===== config.mk =====
export PLATFORM = sky130hd
export DESIGN_NAME = capcmp_ctrl
export DESIGN_NICKNAME = d
export VERILOG_FILES = /design/src/hw/capcmp_pkg.sv /design/src/hw/capture_event_unit.sv /design/src/hw/capcmp_ctrl.sv
export SDC_FILE = /design/constraint.sdc
export NUM_CORES = 1
export LEC_CHECK = 0
export BUFFER_PORTS_ARGS = -buffer_cell sky130_fd_sc_hd__buf_4
export CORE_AREA = 4 4 151 153
export CTS_BUF_LIST = sky130_fd_sc_hd__clkbuf_2 sky130_fd_sc_hd__clkbuf_4 sky130_fd_sc_hd__clkbuf_8
export DETAILED_ROUTE_END_ITERATION = 7
export DIE_AREA = 0 0 155 157
export PLACE_DENSITY = 0.5
export SLEW_MARGIN = 30
export SYNTH_ARGS = -nofsm -noshare
export SYNTH_HDL_FRONTEND = slang
export SYNTH_SLANG_ARGS = --single-unit
export TNS_END_PERCENT = 100

===== constraint.sdc =====
create_clock -name REF_CLK_I -period 7.7 [get_ports REF_CLK_I]
set_clock_uncertainty 0.1 [all_clocks]
set_input_delay 0.385 -clock REF_CLK_I [delete_from_list [all_inputs] [get_ports REF_CLK_I]]
set_output_delay 0.385 -clock REF_CLK_I [all_outputs]
set_load 0.005 [all_outputs]

===== src/hw/capcmp_pkg.sv =====
// Shared constants and carrier types for the capture/compare/PWM control block
package capcmp_pkg;

	// ----------------------------------------------------------------
	// Register indexes (byte address = 4 * index)
	// ----------------------------------------------------------------
	localparam logic [9:0] IDX_FLAG = 10'h00c;
	localparam logic [9:0] IDX_CTRL1 = 10'h017;
	localparam logic [9:0] IDX_CTRL2 = 10'h01d;
	localparam logic [9:0] IDX_ENABLE = 10'h08c;
	localparam logic [9:0] IDX_CAP1_LO = 10'h020;
	localparam logic [9:0] IDX_CAP1_HI = 10'h021;
	localparam logic [9:0] IDX_CAP2_LO = 10'h022;
	localparam logic [9:0] IDX_CAP2_HI = 10'h023;
	localparam logic [9:0] IDX_DUTY1 = 10'h024;
	localparam logic [9:0] IDX_DUTY2 = 10'h025;
	localparam logic [9:0] IDX_PIN_CTRL = 10'h026;
	localparam logic [9:0] IDX_FLAG2 = 10'h027;
	localparam logic [9:0] IDX_ENABLE2 = 10'h028;

	// ----------------------------------------------------------------
	// Field positions and reset values
	// ----------------------------------------------------------------
	localparam int FLAG1_BIT = 2;
	localparam int FLAG2_BIT = 0;
	localparam int DIR_BIT0 = 0;
	localparam int LATCH_BIT0 = 4;
	localparam logic [5:0] CTRL_RESET = 6'h00;
	localparam logic [1:0] DIR_RESET = 2'h3;
	localparam logic [7:0] REG8_RESET = 8'h00;

	// ----------------------------------------------------------------
	// Mode select codes
	// ----------------------------------------------------------------
	localparam logic [3:0] MODE_OFF = 4'h0;
	localparam logic [3:0] MODE_CAP_FALL = 4'h4;
	localparam logic [3:0] MODE_CAP_RISE = 4'h5;
	localparam logic [3:0] MODE_CAP_RISE4 = 4'h6;
	localparam logic [3:0] MODE_CAP_RISE16 = 4'h7;
	localparam logic [3:0] MODE_CMP_SET = 4'h8;
	localparam logic [3:0] MODE_CMP_CLR = 4'h9;
	localparam logic [3:0] MODE_CMP_SWI = 4'ha;
	localparam logic [3:0] MODE_CMP_SPECIAL = 4'hb;
	localparam logic [3:0] PRESCALE4_LAST = 4'h3;
	localparam logic [3:0] PRESCALE16_LAST = 4'hf;

	typedef struct packed {
		logic [1:0] duty_low;
		logic [3:0] mode_select_field;
	} chan_ctrl_t;

	typedef struct packed {
		logic [31:0] rdata;
		logic err;
	} apb_answer_t;

	function automatic logic is_capture(input logic [3:0] m);
		return m[3:2] == 2'h1;
	endfunction

	function automatic logic is_compare(input logic [3:0] m);
		return m[3:2] == 2'h2;
	endfunction

endpackage


===== src/hw/capture_event_unit.sv =====
// Edge selection and rising-edge prescaler for one capture channel
`timescale 1ns/1ps
module capture_event_unit
	import capcmp_pkg::*;
(
	input wire logic clk_i,
	input wire logic rst_i,
	input wire logic level_i,
	input wire logic [3:0] mode_i,
	output logic event_o
);
	logic prev_level;
	logic [3:0] prev_mode;
	logic [3:0] pre_cnt;
	logic rise;
	logic fall;

	assign rise = level_i & ~prev_level;
	assign fall = ~level_i & prev_level;

	always_ff @(posedge clk_i or posedge rst_i)
	begin
		if (rst_i)
		begin
			prev_level <= 1'b0;
			prev_mode <= 4'h0;
		end
		else
		begin
			prev_level <= level_i;
			prev_mode <= mode_i;
		end
	end

	// ----------------------------------------------------------------
	// Prescaler, cleared when switched off or the event changes
	// ----------------------------------------------------------------
	always_ff @(posedge clk_i or posedge rst_i)
	begin
		if (rst_i)
			pre_cnt <= 4'h0;
		else if (mode_i == MODE_OFF || mode_i != prev_mode)
			pre_cnt <= 4'h0;
		else if (rise)
			pre_cnt <= pre_cnt + 4'h1;
	end

	always_comb
	begin
		unique case (mode_i)
			MODE_CAP_FALL: event_o = fall;
			MODE_CAP_RISE: event_o = rise;
			MODE_CAP_RISE4: event_o = rise && pre_cnt[1:0] == PRESCALE4_LAST[1:0];
			MODE_CAP_RISE16: event_o = rise && pre_cnt == PRESCALE16_LAST;
			default: event_o = 1'b0;
		endcase
	end

endmodule // capture_event_unit


===== src/hw/capcmp_ctrl.sv =====
// Capture/compare/PWM control: APB registers, capture, compare events, IRQ
//
// Overview of operation
// - Control register bits 7 and 6 always read back as zero.
// - In PWM mode control bits 5:4 are the low two duty bits.
// - A capture copies the full 16-bit timer count into the pair.
// - Modes 0100/0101/0110/0111 capture on fall/rise/4th/16th rise.
// - Each capture sets the request flag until software clears it.
// - A new capture overwrites the pair even if it was not read.
// - With the pin an output, a latch level change is a capture edge.
// - A capture event change while active may set the flag falsely.
// - Compare mode 1010 sets the flag on a match, pin untouched.
// - Compare mode 1011 sets the flag on a match and resets the timer.
`timescale 1ns/1ps
module capcmp_ctrl
	import capcmp_pkg::*;
(
	input wire logic REF_CLK_I,
	input wire logic RST_I,
	input wire logic PSEL_I,
	input wire logic PENABLE_I,
	input wire logic PWRITE_I,
	input wire logic [11:0] PADDR_I,
	input wire logic [31:0] PWDATA_I,
	output logic [31:0] PRDATA_O,
	output logic PREADY_O,
	output logic PSLVERR_O,
	input wire logic [15:0] TIMER_I,
	input wire logic [1:0] CAP_PIN_I,
	output logic [1:0] CAP_PIN_O,
	output logic [1:0] CAP_PIN_OE_O,
	output logic TIMER_RESET_O,
	output logic [9:0] DUTY1_O,
	output logic [9:0] DUTY2_O,
	output logic IRQ_O
);
	import capcmp_pkg::*;

	chan_ctrl_t ctrl [2];
	logic [15:0] cap [2];
	logic [7:0] duty_hi [2];
	logic [1:0] dir;
	logic [1:0] latch_a;
	logic [1:0] flag;
	logic [1:0] enable;
	logic [1:0] s1, s2, s3;
	logic [1:0] pin_lvl;
	logic [1:0] eff_lvl;
	logic [1:0] cap_evt;
	logic [1:0] match_q;
	logic [1:0] cmp_hit;
	logic [1:0] false_evt;
	logic [1:0] cmp_lvl;
	logic [1:0] flag_clr;
	logic wr;
	logic setup;
	logic [9:0] idx;
	apb_answer_t next_answer;

	assign idx = PADDR_I[11:2];
	assign wr = PSEL_I & PENABLE_I & PWRITE_I;
	assign setup = PSEL_I & ~PENABLE_I;
	assign PREADY_O = 1'b1;

	// ----------------------------------------------------------------
	// Read decode, registered in the setup phase
	// ----------------------------------------------------------------
	function automatic logic [7:0] ctrl_byte(input chan_ctrl_t c);
		return {2'h0, c};
	endfunction

	always_comb
	begin
		next_answer = '{rdata: 32'h0000_0000, err: 1'b0};
		unique case (idx)
			IDX_FLAG: next_answer.rdata[FLAG1_BIT] = flag[0];
			IDX_ENABLE: next_answer.rdata[FLAG1_BIT] = enable[0];
			IDX_FLAG2: next_answer.rdata[FLAG2_BIT] = flag[1];
			IDX_ENABLE2: next_answer.rdata[FLAG2_BIT] = enable[1];
			IDX_CTRL1: next_answer.rdata[7:0] = ctrl_byte(ctrl[0]);
			IDX_CTRL2: next_answer.rdata[7:0] = ctrl_byte(ctrl[1]);
			IDX_CAP1_LO: next_answer.rdata[7:0] = cap[0][7:0];
			IDX_CAP1_HI: next_answer.rdata[7:0] = cap[0][15:8];
			IDX_CAP2_LO: next_answer.rdata[7:0] = cap[1][7:0];
			IDX_CAP2_HI: next_answer.rdata[7:0] = cap[1][15:8];
			IDX_DUTY1: next_answer.rdata[7:0] = duty_hi[0];
			IDX_DUTY2: next_answer.rdata[7:0] = duty_hi[1];
			IDX_PIN_CTRL: next_answer.rdata[7:0] = {2'h0, latch_a, 2'h0, dir};
			default: next_answer.err = 1'b1;
		endcase
	end

	always_ff @(posedge REF_CLK_I or posedge RST_I)
	begin
		if (RST_I)
		begin
			PRDATA_O <= 32'h0000_0000;
			PSLVERR_O <= 1'b0;
		end
		else if (setup)
		begin
			PRDATA_O <= PWRITE_I ? 32'h0000_0000 : next_answer.rdata;
			PSLVERR_O <= next_answer.err;
		end
	end

	// ----------------------------------------------------------------
	// Control, duty and pin registers
	// ----------------------------------------------------------------
	always_ff @(posedge REF_CLK_I or posedge RST_I)
	begin
		if (RST_I)
		begin
			ctrl[0] <= CTRL_RESET;
			ctrl[1] <= CTRL_RESET;
			duty_hi[0] <= REG8_RESET;
			duty_hi[1] <= REG8_RESET;
			dir <= DIR_RESET;
			latch_a <= 2'h0;
			enable <= 2'h0;
		end
		else if (wr)
		begin
			unique case (idx)
				IDX_CTRL1: ctrl[0] <= PWDATA_I[5:0];
				IDX_CTRL2: ctrl[1] <= PWDATA_I[5:0];
				IDX_DUTY1: duty_hi[0] <= PWDATA_I[7:0];
				IDX_DUTY2: duty_hi[1] <= PWDATA_I[7:0];
				IDX_PIN_CTRL:
				begin
					dir <= PWDATA_I[DIR_BIT0+:2];
					latch_a <= PWDATA_I[LATCH_BIT0+:2];
				end
				IDX_ENABLE: enable[0] <= PWDATA_I[FLAG1_BIT];
				IDX_ENABLE2: enable[1] <= PWDATA_I[FLAG2_BIT];
				default: ;
			endcase
		end
	end

	assign DUTY1_O = {duty_hi[0], ctrl[0].duty_low};
	assign DUTY2_O = {duty_hi[1], ctrl[1].duty_low};

	// ----------------------------------------------------------------
	// Pin synchroniser: a change counts once stages two and three agree
	// ----------------------------------------------------------------
	always_ff @(posedge REF_CLK_I or posedge RST_I)
	begin
		if (RST_I)
		begin
			s1 <= 2'h0;
			s2 <= 2'h0;
			s3 <= 2'h0;
			pin_lvl <= 2'h0;
		end
		else
		begin
			s1 <= CAP_PIN_I;
			s2 <= s1;
			s3 <= s2;
			for (int i = 0; i < 2; i++)
				if (s2[i] == s3[i])
					pin_lvl[i] <= s3[i];
		end
	end

	// Output pin: own latch level, or the compare level in modes 1000/1001, is what the edge logic sees
	always_comb
	begin
		for (int i = 0; i < 2; i++)
		begin
			CAP_PIN_OE_O[i] = ~dir[i];
			CAP_PIN_O[i] = (ctrl[i].mode_select_field == MODE_CMP_SET ||
				ctrl[i].mode_select_field == MODE_CMP_CLR) ?
				cmp_lvl[i] : latch_a[i];
			eff_lvl[i] = dir[i] ? pin_lvl[i] : CAP_PIN_O[i];
		end
	end

	for (genvar g = 0; g < 2; g++)
	begin : g_chan
		capture_event_unit u_evt (
			.clk_i(REF_CLK_I),
			.rst_i(RST_I),
			.level_i(eff_lvl[g]),
			.mode_i(ctrl[g].mode_select_field),
			.event_o(cap_evt[g])
		);
	end

	// ----------------------------------------------------------------
	// Capture pair; a capture beats a software write in the same cycle
	// ----------------------------------------------------------------
	always_ff @(posedge REF_CLK_I or posedge RST_I)
	begin
		if (RST_I)
		begin
			cap[0] <= 16'h0000;
			cap[1] <= 16'h0000;
		end
		else
		begin
			for (int i = 0; i < 2; i++)
			begin
				if (cap_evt[i])
					cap[i] <= TIMER_I;
				else if (wr && idx == (i == 0 ? IDX_CAP1_LO : IDX_CAP2_LO))
					cap[i][7:0] <= PWDATA_I[7:0];
				else if (wr && idx == (i == 0 ? IDX_CAP1_HI : IDX_CAP2_HI))
					cap[i][15:8] <= PWDATA_I[7:0];
			end
		end
	end

	// ----------------------------------------------------------------
	// Compare match, one hit per match run
	// ----------------------------------------------------------------
	always_comb
	begin
		for (int i = 0; i < 2; i++)
		begin
			cmp_hit[i] = is_compare(ctrl[i].mode_select_field) &&
				TIMER_I == cap[i] && !match_q[i];
			false_evt[i] = wr &&
				idx == (i == 0 ? IDX_CTRL1 : IDX_CTRL2) &&
				is_capture(ctrl[i].mode_select_field) &&
				is_capture(PWDATA_I[3:0]) &&
				PWDATA_I[3:0] != ctrl[i].mode_select_field;
		end
	end

	always_ff @(posedge REF_CLK_I or posedge RST_I)
	begin
		if (RST_I)
		begin
			match_q <= 2'h0;
			cmp_lvl <= 2'h0;
			TIMER_RESET_O <= 1'b0;
		end
		else
		begin
			TIMER_RESET_O <= 1'b0;
			for (int i = 0; i < 2; i++)
			begin
				match_q[i] <= is_compare(ctrl[i].mode_select_field) &&
					TIMER_I == cap[i];
				if (ctrl[i].mode_select_field == MODE_OFF)
					cmp_lvl[i] <= 1'b0;
				else if (cmp_hit[i])
				begin
					if (ctrl[i].mode_select_field == MODE_CMP_SET)
						cmp_lvl[i] <= 1'b1;
					else if (ctrl[i].mode_select_field == MODE_CMP_CLR)
						cmp_lvl[i] <= 1'b0;
					if (ctrl[i].mode_select_field == MODE_CMP_SPECIAL)
						TIMER_RESET_O <= 1'b1;
				end
			end
		end
	end

	// ----------------------------------------------------------------
	// Request flags: write one to clear, a new event wins over the clear
	// ----------------------------------------------------------------
	assign flag_clr[0] = wr && idx == IDX_FLAG && PWDATA_I[FLAG1_BIT];
	assign flag_clr[1] = wr && idx == IDX_FLAG2 && PWDATA_I[FLAG2_BIT];

	always_ff @(posedge REF_CLK_I or posedge RST_I)
	begin
		if (RST_I)
			flag <= 2'h0;
		else
			flag <= (flag & ~flag_clr) | cap_evt | cmp_hit |
				false_evt;
	end

	assign IRQ_O = |(flag & enable);
endmodule // capcmp_ctrl


Word level (Yosys, flattened, before mapping)
Cells that the tools add are included.
- register bits: 132
- word-level logic and storage cells: 193
- RAM bits: 0
- memories kept: 0
- ROM bits: 0
- bits in latches: 0
- mux-type cells: 38
- eq/ne operators: 46
- shift-type cells: 0
- reduce and logical (&&, ||, !) cells: 55
- div/mod/pow operators: 0
- add/sub/neg operators: 2
- multipliers: 0
- bitwise logic cells: 20
- $lt $le $gt $ge: 0
- operator list (kind ; number):
    == test 10 x 6 -> 1 bit, second input constant ; 9
    2-to-1 mux 8 bit ; 7
    one-hot mux 5 bit (9 select lines) ; 1
    == test 16 bit ; 2
    == test 4 x 3 -> 1 bit, second input constant ; 8
    == test 4 bit, second input constant ; 8
    2-to-1 mux 16 bit ; 2
    logical AND 1 bit ; 24
    AND reduction 2 bit ; 11
    == test 10 x 5 -> 1 bit, second input constant ; 2
    2-to-1 mux 1 bit ; 19
    2-to-1 mux 4 bit ; 4
    inequality test 4 bit ; 4
    nonzero test 2 bit ; 8
    OR reduction 13 bit ; 1
    one-hot mux 1 bit (11 select lines) ; 1
    == test 10 x 4 -> 1 bit, second input constant ; 1
    == test 10 x 8 -> 1 bit, second input constant ; 1
    one-hot mux 1 bit (10 select lines) ; 1
    one-hot mux 1 bit (9 select lines) ; 1
    adder 4 x 1 -> 4 bit, second input constant ; 2
    == test 2 bit, second input constant ; 4
    logical NOT 4 bit ; 2
    one-hot mux 1 bit (4 select lines) ; 2
    12 further kinds ; 36

Longest topological paths before layout
Gate-level depths: netlist of the first run.
- depth after elaboration: 10
- mapped depth: 8

Cells and area by module
From an unflattened synthesis of the first run, not the netlist that was laid out.
- cell total of the unflattened synthesis: 598
- area, all modules: 6232.2 um^2
- modules (own cells, without submodules) (module ; cells an instance ; sequential area each (um^2) ; area an instance (um^2) ; instances):
    capcmp_ctrl ; 520 ; 2254.7 ; 5358.9 ; 1
    capture_event_unit ; 39 ; 225.2 ; 436.7 ; 2

Worst setup path before layout of the first run
No wires, ideal clock.
- path type: register -> register
- start point: reg ctrl[8] (netlist bit)
- end point: reg cap[24] (netlist bit)
- path slack: 5.367 ns
- stages on the path, launching flop included: 8
- required time: 7.475 ns
- data arrival time: 2.108 ns
- period minus slack after synthesis: 2.333 ns
- setup time: 0.125 ns
- buffers on the path: 2
- cells stage by stage: dfrtp_1 buf_2 or3b_1 a211oi_4 a2111oi_2 o21ai_4 buf_6 mux2_2
- cells in the longest elaborated chain, start to end: 9
- RTL lines (what ; line ; source):
    from (decl) ; capcmp_ctrl.sv:39 ; chan_ctrl_t ctrl [2];
    == test 4 bit, on equally long branches ; capcmp_ctrl.sv:173, capcmp_ctrl.sv:174 ;
    logical OR 1 bit ; capcmp_ctrl.sv:173 ; CAP_PIN_O[i] = (ctrl[i].mode_select_field == MODE_CMP_SET ||
    2-to-1 mux 1 bit ; capcmp_ctrl.sv:174 ; ctrl[i].mode_select_field == MODE_CMP_CLR) ?
    2-to-1 mux 1 bit ; capcmp_ctrl.sv:176 ; eff_lvl[i] = dir[i] ? pin_lvl[i] : CAP_PIN_O[i];
    bitwise AND 1 bit / NOT 1 bit (equally long branches) ; capture_event_unit.sv:18, capture_event_unit.sv:19 ;
    logical AND 1 bit (tied with other cells) ; capture_event_unit.sv:54 ; MODE_CAP_RISE16: event_o = rise && pre_cnt == PRESCALE16_LAST;
    one-hot mux 1 bit (4 select lines) * ; capture_event_unit.sv:50 ; unique case (mode_i)
    inequality test 2 x 1 -> 1 bit (no source line) / nonzero test 2 bit (equally long branches) ; -- ;
    AND reduction 2 bit (no source line) ; -- ;
    to (signal, indexed assignment) ; capcmp_ctrl.sv:208 ; cap[i][7:0] <= PWDATA_I[7:0];
    to (signal, indexed assignment) ; capcmp_ctrl.sv:210 ; cap[i][15:8] <= PWDATA_I[7:0];
    to (decl) ; capcmp_ctrl.sv:40 ; logic [15:0] cap [2];
Every way passes the cells marked *; elsewhere a longest branch is shown, timed or not.
A chain may end at the register's enable or synchronous reset.

Worst setup path after layout of the first run
- start point: in PADDR_I[9]
- end point: reg cap[27] (netlist bit)
- cells in the longest elaborated chain, start to end: 4
- RTL lines (what ; line ; source):
    from (decl) ; capcmp_ctrl.sv:23 ; input wire logic [11:0] PADDR_I,
    == test 10 x 6 -> 1 bit, on equally long branches ; capcmp_ctrl.sv:207, capcmp_ctrl.sv:209 ;
    logical AND 1 bit, on equally long branches ; capcmp_ctrl.sv:207, capcmp_ctrl.sv:209 ;
    inequality test 2 x 1 -> 1 bit (no source line) / nonzero test 2 bit (equally long branches) ; -- ;
    AND reduction 2 bit (no source line) * ; -- ;
Marked as above.

==> results of run 1 <==
## stage by stage
stage | power, mW | setup WS, ns | hold slack [ns] | instances
after CTS | 1.101 | 4.906 | 0.09139 | 888
after floorplan | 0.6869 | 4.373 | 0.2312 | 567
after global routing | 1.135 | 4.675 | 0.1240 | 888
after detailed placement | 0.7332 | 4.470 | 0.2363 | 870
final | 1.083 | 4.843 | 0.1209 | 888
after global placement | 0.7295 | 4.472 | 0.2337 | 870
## synthesized netlist by cell type, drive strengths merged, types with 2 or more instances
master and n:
conb 2, nor2 22, nand2b 6, nand2 28, xor2 31, mux2i 3
and2 3, nor4 13, nor4b 4, a21bo 2, a22o 5, dfstp 2
a21oi 7, or3 3, or4 2, nor2b 8, and3 7, a32oi 5
a22oi 3, nand4b 2, clkbuf 14, xnor2 19, and4b 2, nor3 12
nand4 4, buf 41, dfrtp 106, inv 7, o21ai 16, o311ai 3
a211oi 3, mux2 101, nand3 17, o211a 3, mux4 9, nor3b 2
ha 2, a32o 2, o31a 2, maj3 2, and4 2, or2 2
## registers in the layout, indices dropped and copies added (netlist names), 8 cells and up
name,cells
ctrl,8
DUTY1_O,10
DUTY2_O,10
g_chan.u_evt.pre_cnt,8
cap,32
PRDATA_O,8
g_chan.u_evt.prev_mode,8
## final timing paths
path	end	from	cells past startpoint	slack, ns
max	cap[27]$_DFFE_PP0P_	PADDR_I[9]	6	4.84
min	PRDATA_O[0]$_DFFE_PP0P_	PWRITE_I	2	0.12
max reg2reg	cap[31]$_DFFE_PP0P_	ctrl[7]$_DFFE_PP0P_	5	4.94
min reg2reg	s2[0]$_DFF_PP0_	s1[0]$_DFF_PP0_	0	0.26
max in group asynchronous	g_chan[1].u_evt.pre_cnt[0]$_DFFE_PP0P_	RST_I	4	5.72
min in group asynchronous	s1[1]$_DFF_PP0_	RST_I	3	0.50
## power by group through the flow
stage	Sequential [mW]	Clock, mW	Combinational, mW
2_1_floorplan	0.601	0	0.0861
3_3_place_gp	0.604	0	0.126
3_5_place_dp	0.604	0	0.129
4_1_cts	0.593	0.377	0.130
5_1_grt	0.595	0.398	0.142
6_report	0.593	0.361	0.129
## kinds of logic (layout without fill, tap and decap cells)
logic type | Yosys count | count (layout) | synth area share
AO/OA/AOI/OAI | 60 | 60 | 0.07444
XOR/XNOR | 50 | 50 | 0.06929
adder cells (fa/ha/maj) | 4 | 4 | 0.007127
buffers and inverters | 62 | 103 | 0.05979
flip-flops | 108 | 108 | 0.4280
multiplexers | 113 | 113 | 0.2215
other | 2 | 25 | 0.001188
AND/OR/NAND/NOR | 145 | 145 | 0.1386
## per-layer routing
| layer | share of wire | vias up |
|---|---|---|
| li1 | - | 2046 |
| met1 | 0.45 | 2242 |
| met2 | 0.48 | 135 |
| met3 | 0.051 | 19 |
| met4 | 0.016 | 0 |
| met5 | 0 | - |
## final cells by class
class                      instances  area, sq um
fill                            2179        14330
multi-input combinational        397         3331
sequential                       108         2705
timing repair buffer              81        615.6
tap                              280        350.3
clock buffer                      13        160.2
clock inverter                     2        37.54
inverter                           7        28.78
## what timing repair did
action / in CTS / in global routing
hold endpoints to repair: 45 / 0
buffers inserted: 0 / 0
hold buffers: 3 / 0
==> flow_metrics.tcl, run 1 <==
set metrics [dict create \
    fp.dieArea_sq_um 24340 \
    drt_first_iter_violations 233 \
    max_freq_ghz 0.3501 \
    routedWlPerCell_um 19.48 \
    grt_usage 0.1443 \
    place.gp.congestion 0.8795 \
    crit_fanout 14 \
    vias 4442 \
    cp-end-kind "flip-flop" \
    clk_latency_ns 0.39 \
    drc 0 \
    cap_violations 0 \
    synth_top_area_share 0.4197 \
    h-tree-depth 3 \
    finalSetupViolCount 0 \
    cts_resized 0 \
    fp.dieW_um 155 \
    p_int_mw 0.8073 \
    seqPwrFrac 0.548 \
    period_share 0.3710 \
    syn_inst 544 \
    area_growth_pct 14.37 \
    relSlewSlack 0.3878 \
    grt_pass1_vias 4496 \
    use_met1 0.1934 \
    combPwrFrac 0.119 \
    busiest_layer "met2" \
    required_ns 7.88 \
    grt_overflow 0 \
    synthArstFlopShare 1.000 \
    tightestPinTransition_ns 0.9133 \
    grt_use_met3 0.02695 \
    synth_edf_count 0 \
    dr.pass1.iters 5 \
    max_stage_delay_ns 0.76 \
    cts.sinks 108 \
    cp_top_family "simple AND/OR/NAND/NOR gates" \
    numCtsBuffers 9 \
    design_area_sq_um 7228 \
    finalHoldViolCount 0 \
    p_per_area_nw_per_um2 149.9 \
    sw_frac_of_total 0.2548 \
    grt_use_met2 0.2359 \
    final_common_cell "dfrtp_1" \
    postLayoutCoreUtil 0.3354 \
    startpoint_type "input pin" \
    start_util 0.2932 \
    crit_buf_inv 1 \
    arrival_ns 3.03 \
    grt_pass1_wl_um 27050 \
    cts_tree "built" \
    ys_types 71 \
    cpMostUsedCell "mux2_2" \
    layout-drive-gt1-share 0.3651 \
    hpwl_um 12720 \
    leakage_nw 3.162 \
    mostFrequentLayoutCells "dfrtp_1 (106), mux2_2 (92), buf_4 (78)" \
    cpMaxStageDelayCell "nor4b_4" \
    netlist_area_sq_um 6320 \
    rows 54 \
    via_per_inst 5.002 \
    synth_area_leaders "dfrtp_1 (42%), mux2_2 (16%), xor2_1 (4.3%), buf_4 (3.6%), mux4_2 (3.2%)" \
    ys_seq_area_frac 0.4280 \
    antenna_found_initial 0 \
    rsz0062_at_grt "false" \
    synth_ff_type "dfrtp_1" \
    drv_slew 0 \
    synth_area_per_cell_sq_um 11.62 \
    power.switching_mw 0.2760 \
    clockPowerShare 0.333 \
    die_h_um 157 \
    crit_chain "buf_4 > nor4b_4 > nand4_4 > nor3_2 > mux2_2 > mux2_2" \
    period_minus_slack_ns 2.857 \
    drtAntennaViolNets 0 \
    io_pins 127 \
    antenna_cells 0 \
    hold_path_class "input pin to flip-flop" \
    clkTransAtPathRegs_ns 0.10 \
    yosysWarnings 0 \
    place_area_sq_um 6993 \
    status "finished, final reports clean" \
    critical_path_class "input pin to flip-flop" \
    core_sq_um 21550 \
    io_buffers 75 \
    grt_max_degree 66 \
    finalSetupTns_ns 0 \
    synth_top_area_cell "dfrtp_1" \
    drt-total-wl_um 17300 \
    fin_nets 673 \
    clk_path_buf_depth 2 \
    cts_root_buf "clkbuf_8" \
    max-vdd-ir-drop_mv 0.05967 \
    ys_ff_latch 108 \
]
No activity file was read; power rests on OpenSTA's default activity.
==> run 2: changes to the inputs <==
--- a/config.mk
+++ b/config.mk
@@ -5,12 +5,13 @@
 export SDC_FILE = /design/constraint.sdc
 export NUM_CORES = 1
 export LEC_CHECK = 0
+export ABC_AREA = 1
 export BUFFER_PORTS_ARGS = -buffer_cell sky130_fd_sc_hd__buf_4
-export CORE_AREA = 4 4 151 153
+export CORE_AREA = 4 4 153 155
 export CTS_BUF_LIST = sky130_fd_sc_hd__clkbuf_2 sky130_fd_sc_hd__clkbuf_4 sky130_fd_sc_hd__clkbuf_8
 export DETAILED_ROUTE_END_ITERATION = 7
-export DIE_AREA = 0 0 155 157
-export PLACE_DENSITY = 0.5
+export DIE_AREA = 0 0 157 159
+export PLACE_DENSITY = 0.52
 export SLEW_MARGIN = 30
 export SYNTH_ARGS = -nofsm -noshare
 export SYNTH_HDL_FRONTEND = slang
==> constraint.sdc (replaced) <==
create_clock -name REF_CLK_I -period 2.6 [get_ports REF_CLK_I]
set_clock_uncertainty 0.1 [all_clocks]
set_input_delay 0.13 -clock REF_CLK_I [delete_from_list [all_inputs] [get_ports REF_CLK_I]]
set_output_delay 0.13 -clock REF_CLK_I [all_outputs]
set_load 0.005 [all_outputs]
==> run 2 against run 1 <==
  * Sequential cell count did not move
  * Via count rose by 37%
  * Utilization rose by 2.3 points
  * Critical path type is now flip-flop to flip-flop
  * Critical endpoint is now cap[17]$_DFFE_PP0P_
==> flow_metrics.tcl, run 2 <==
set metrics [dict create \
    rows 54 \
    p_int_mw 2.298 \
    drt_first_iter_violations 550 \
    cap_violations 0 \
    drtAntennaViolNets 0 \
    yosysWarnings 0 \
    max_freq_ghz 0.4496 \
    layout-drive-gt1-share 0.1422 \
    place.gp.congestion 0.9101 \
    sw_frac_of_total 0.2764 \
    routedWlPerCell_um 16.66 \
    multi_input_area_sq_um 3229 \
    mostFrequentLayoutCells "nand2_1 (333), dfrtp_1 (106), inv_1 (97)" \
    combPwrFrac 0.112 \
    min_from "PSEL_I" \
    clk_path_buf_depth 2 \
    r2r_start "ctrl[9]$_DFFE_PP0P_" \
    fp.dieW_um 157 \
    fin_nets 1084 \
    tightestPinTransition_ns 0.8495 \
    hold_path_depth 5 \
    die_h_um 159 \
    io_pins 127 \
    synthArstFlopShare 1.000 \
    period_share 0.8555 \
    placed_cells 1256 \
    synth_top_area_share 0.4050 \
    power.switching_mw 0.8778 \
    cts.sinks 108 \
    seqPwrFrac 0.545 \
    area_growth_pct 19.32 \
    antenna_found_initial 0 \
    grt_max_degree 40 \
    final_common_cell "nand2_1" \
    drt-total-wl_um 21650 \
    reg2reg_depth 10 \
    grt_usage 0.1751 \
    netlist_area_sq_um 6549 \
    synth_edf_count 0 \
    synth_area_leaders "dfrtp_1 (41%), nand2_1 (19%), inv_1 (5.6%), o21ai_0 (4.4%), nor2_1 (3.6%)" \
    regMostFlops "cap" \
    fp.dieArea_sq_um 24960 \
    fin_cells 1300 \
    status "finished, final reports clean" \
    n_fill_cell 2349 \
    core_sq_um 21820 \
    grt_pass1_vias 5857 \
    ys_seq_area_frac 0.4131 \
    start_util 0.3001 \
    ff_latch_area_sq_um 2705 \
    arrival_ns 2.47 \
    r2r-end "cap[17]$_DFFE_PP0P_" \
    period_minus_slack_ns 2.224 \
    largest_register_ffs 32 \
    synth_ff_type "dfrtp_1" \
    via_per_inst 4.676 \
    finalSetupViolCount 0 \
    leakage_nw 3.931 \
    cts_tree "built" \
    dr.pass1.iters 5 \
    r2r_setup_slack_ns 0.38 \
    synth_top_area_cell "dfrtp_1" \
    synth_area_per_cell_sq_um 7.165 \
    critical_path_class "flip-flop to flip-flop" \
    finalSetupTns_ns 0 \
    clkTransAtPathRegs_ns 0.11 \
    antenna_cells 0 \
    grt_pass1_wl_um 33640 \
    io_buffers 75 \
    grt_overflow 0 \
    p_per_area_nw_per_um2 406.4 \
    numCtsBuffers 9 \
    drv_slew 0 \
    hpwl_um 17040 \
    syn_inst 914 \
    max-vdd-ir-drop_mv 0.2285 \
    rsz0062_at_grt "false" \
    finalHoldViolCount 0 \
    drc 0 \
    vias 6079 \
    h-tree-depth 3 \
    clk_latency_ns 0.40 \
    yosys.cell_count.top_type "nand2_1" \
    crit_fanout 19 \
    cts_root_buf "clkbuf_8" \
    startpoint_type "flip-flop" \
    hold_path_end "PSLVERR_O$_DFFE_PP0P_" \
    p_total_mw 3.176 \
    cp-end-kind "flip-flop" \
    clockPowerShare 0.342 \
    ys_types 39 \
    ys_top_cells_by_count "nand2_1 (333), dfrtp_1 (106), inv_1 (98), nor2_1 (63), o21ai_0 (57)" \
    postLayoutCoreUtil 0.3580 \
    ys_ff_latch 108 \
    relSlewSlack 0.4325 \
    hold_path_class "input pin to flip-flop" \
    required_ns 2.84 \
]
==> run 2: cell types whose count changed in the layout (fill, tap and decap cells not counted), sizes merged, moves of 29 or more <==
cell | before | now
nand2 | 28 | 339
mux2 | 101 | 0
inv | 7 | 107
nor2 | 22 | 74
o21ai | 16 | 59
nand4 | 4 | 39
nand3 | 17 | 46
==> run 2: power groups by stage <==
stage	combinational, mW	clock [mW]	sequential [mW]
after floorplan	0.199	0	1.76
final	0.357	1.09	1.73
after detailed placement	0.325	0	1.76
after global placement	0.324	0	1.77
after CTS	0.358	1.13	1.73
after global routing	0.397	1.19	1.74
==> run 2: repair_timing <==
item                                   CTS  global route
buffers inserted                         0             0
hold buffers                            27             1
endpoints found under the hold margin   78             2
resized for setup                        0             0
==> run 2: area by class of cell <==
| type | count | area share |
|---|---|---|
| Multi-Input combinational cell | 678 | 0.4133 |
| Sequential cell | 108 | 0.3462 |
| Tap cell | 280 | 0.04484 |
| Clock buffer | 9 | 0.01585 |
| Clock inverter | 7 | 0.009608 |
| Inverter | 108 | 0.05236 |
| Timing Repair Buffer | 110 | 0.1179 |
==> run 2: through the flow <==
step | cell area (sq um) | setup WS [ns] | hold slack, ns
2_1_floorplan | 6639 | 0.8149 | 0.06143
3_3_place_gp | 7335 | 0.4205 | 0.1399
3_5_place_dp | 7335 | 0.4173 | 0.1409
4_1_cts | 7804 | 0.3960 | 0.007828
5_1_grt | 7814 | 0.1228 | 0.07851
6_report | 7814 | 0.3758 | 0.06560
==> run 2: worst max-delay path by stage <==
stage                                     end                 from  slack, ns  cells past startpoint
after global placement    cap[16]$_DFFE_PP0P_  ctrl[9]$_DFFE_PP0P_       0.42                     10
final                     cap[17]$_DFFE_PP0P_  ctrl[9]$_DFFE_PP0P_       0.38                     10
after global routing      cap[16]$_DFFE_PP0P_  ctrl[9]$_DFFE_PP0P_       0.12                     10
after floorplan           cap[27]$_DFFE_PP0P_  ctrl[8]$_DFFE_PP0P_       0.81                     13
after CTS                 cap[20]$_DFFE_PP0P_  ctrl[9]$_DFFE_PP0P_       0.40                     10
after detailed placement  cap[20]$_DFFE_PP0P_  ctrl[7]$_DFFE_PP0P_       0.42                     10
==> run 2: logic make-up (layout without fill, tap and decap cells) <==
kind of cell | count (synthesis) | in the layout | share of synthesized area
simple gates | 530 | 530 | 0.3634
buf+inv | 151 | 234 | 0.1070
flops | 108 | 108 | 0.4131
compound gates | 94 | 94 | 0.07509
xor+xnor | 25 | 25 | 0.03344
fa+ha+maj | 4 | 4 | 0.006878
other cells | 2 | 25 | 0.001147
==> run 2: worst max-delay path, cell delays in order, from the launching register on <==
cell	delay [ns]
dfrtp_1	0.56
inv_2	0.11
nor2_1	0.14
nand3_1	0.12
nand3_2	0.10
nand2_2	0.09
nand4_2	0.19
nand3_4	0.25
nor2_2	0.34
nand2_1	0.10
nand2_1	0.07
==> run 2: per-layer routing <==
metal | part of all wire | vias up | global-route usage
met3 | 0.063 | 30 | 0.03669
met5 | 0 | - | 0
li1 | - | 3067 | -
met2 | 0.46 | 199 | 0.2752
met4 | 0.023 | 0 | 0.04813
met1 | 0.46 | 2783 | 0.2445
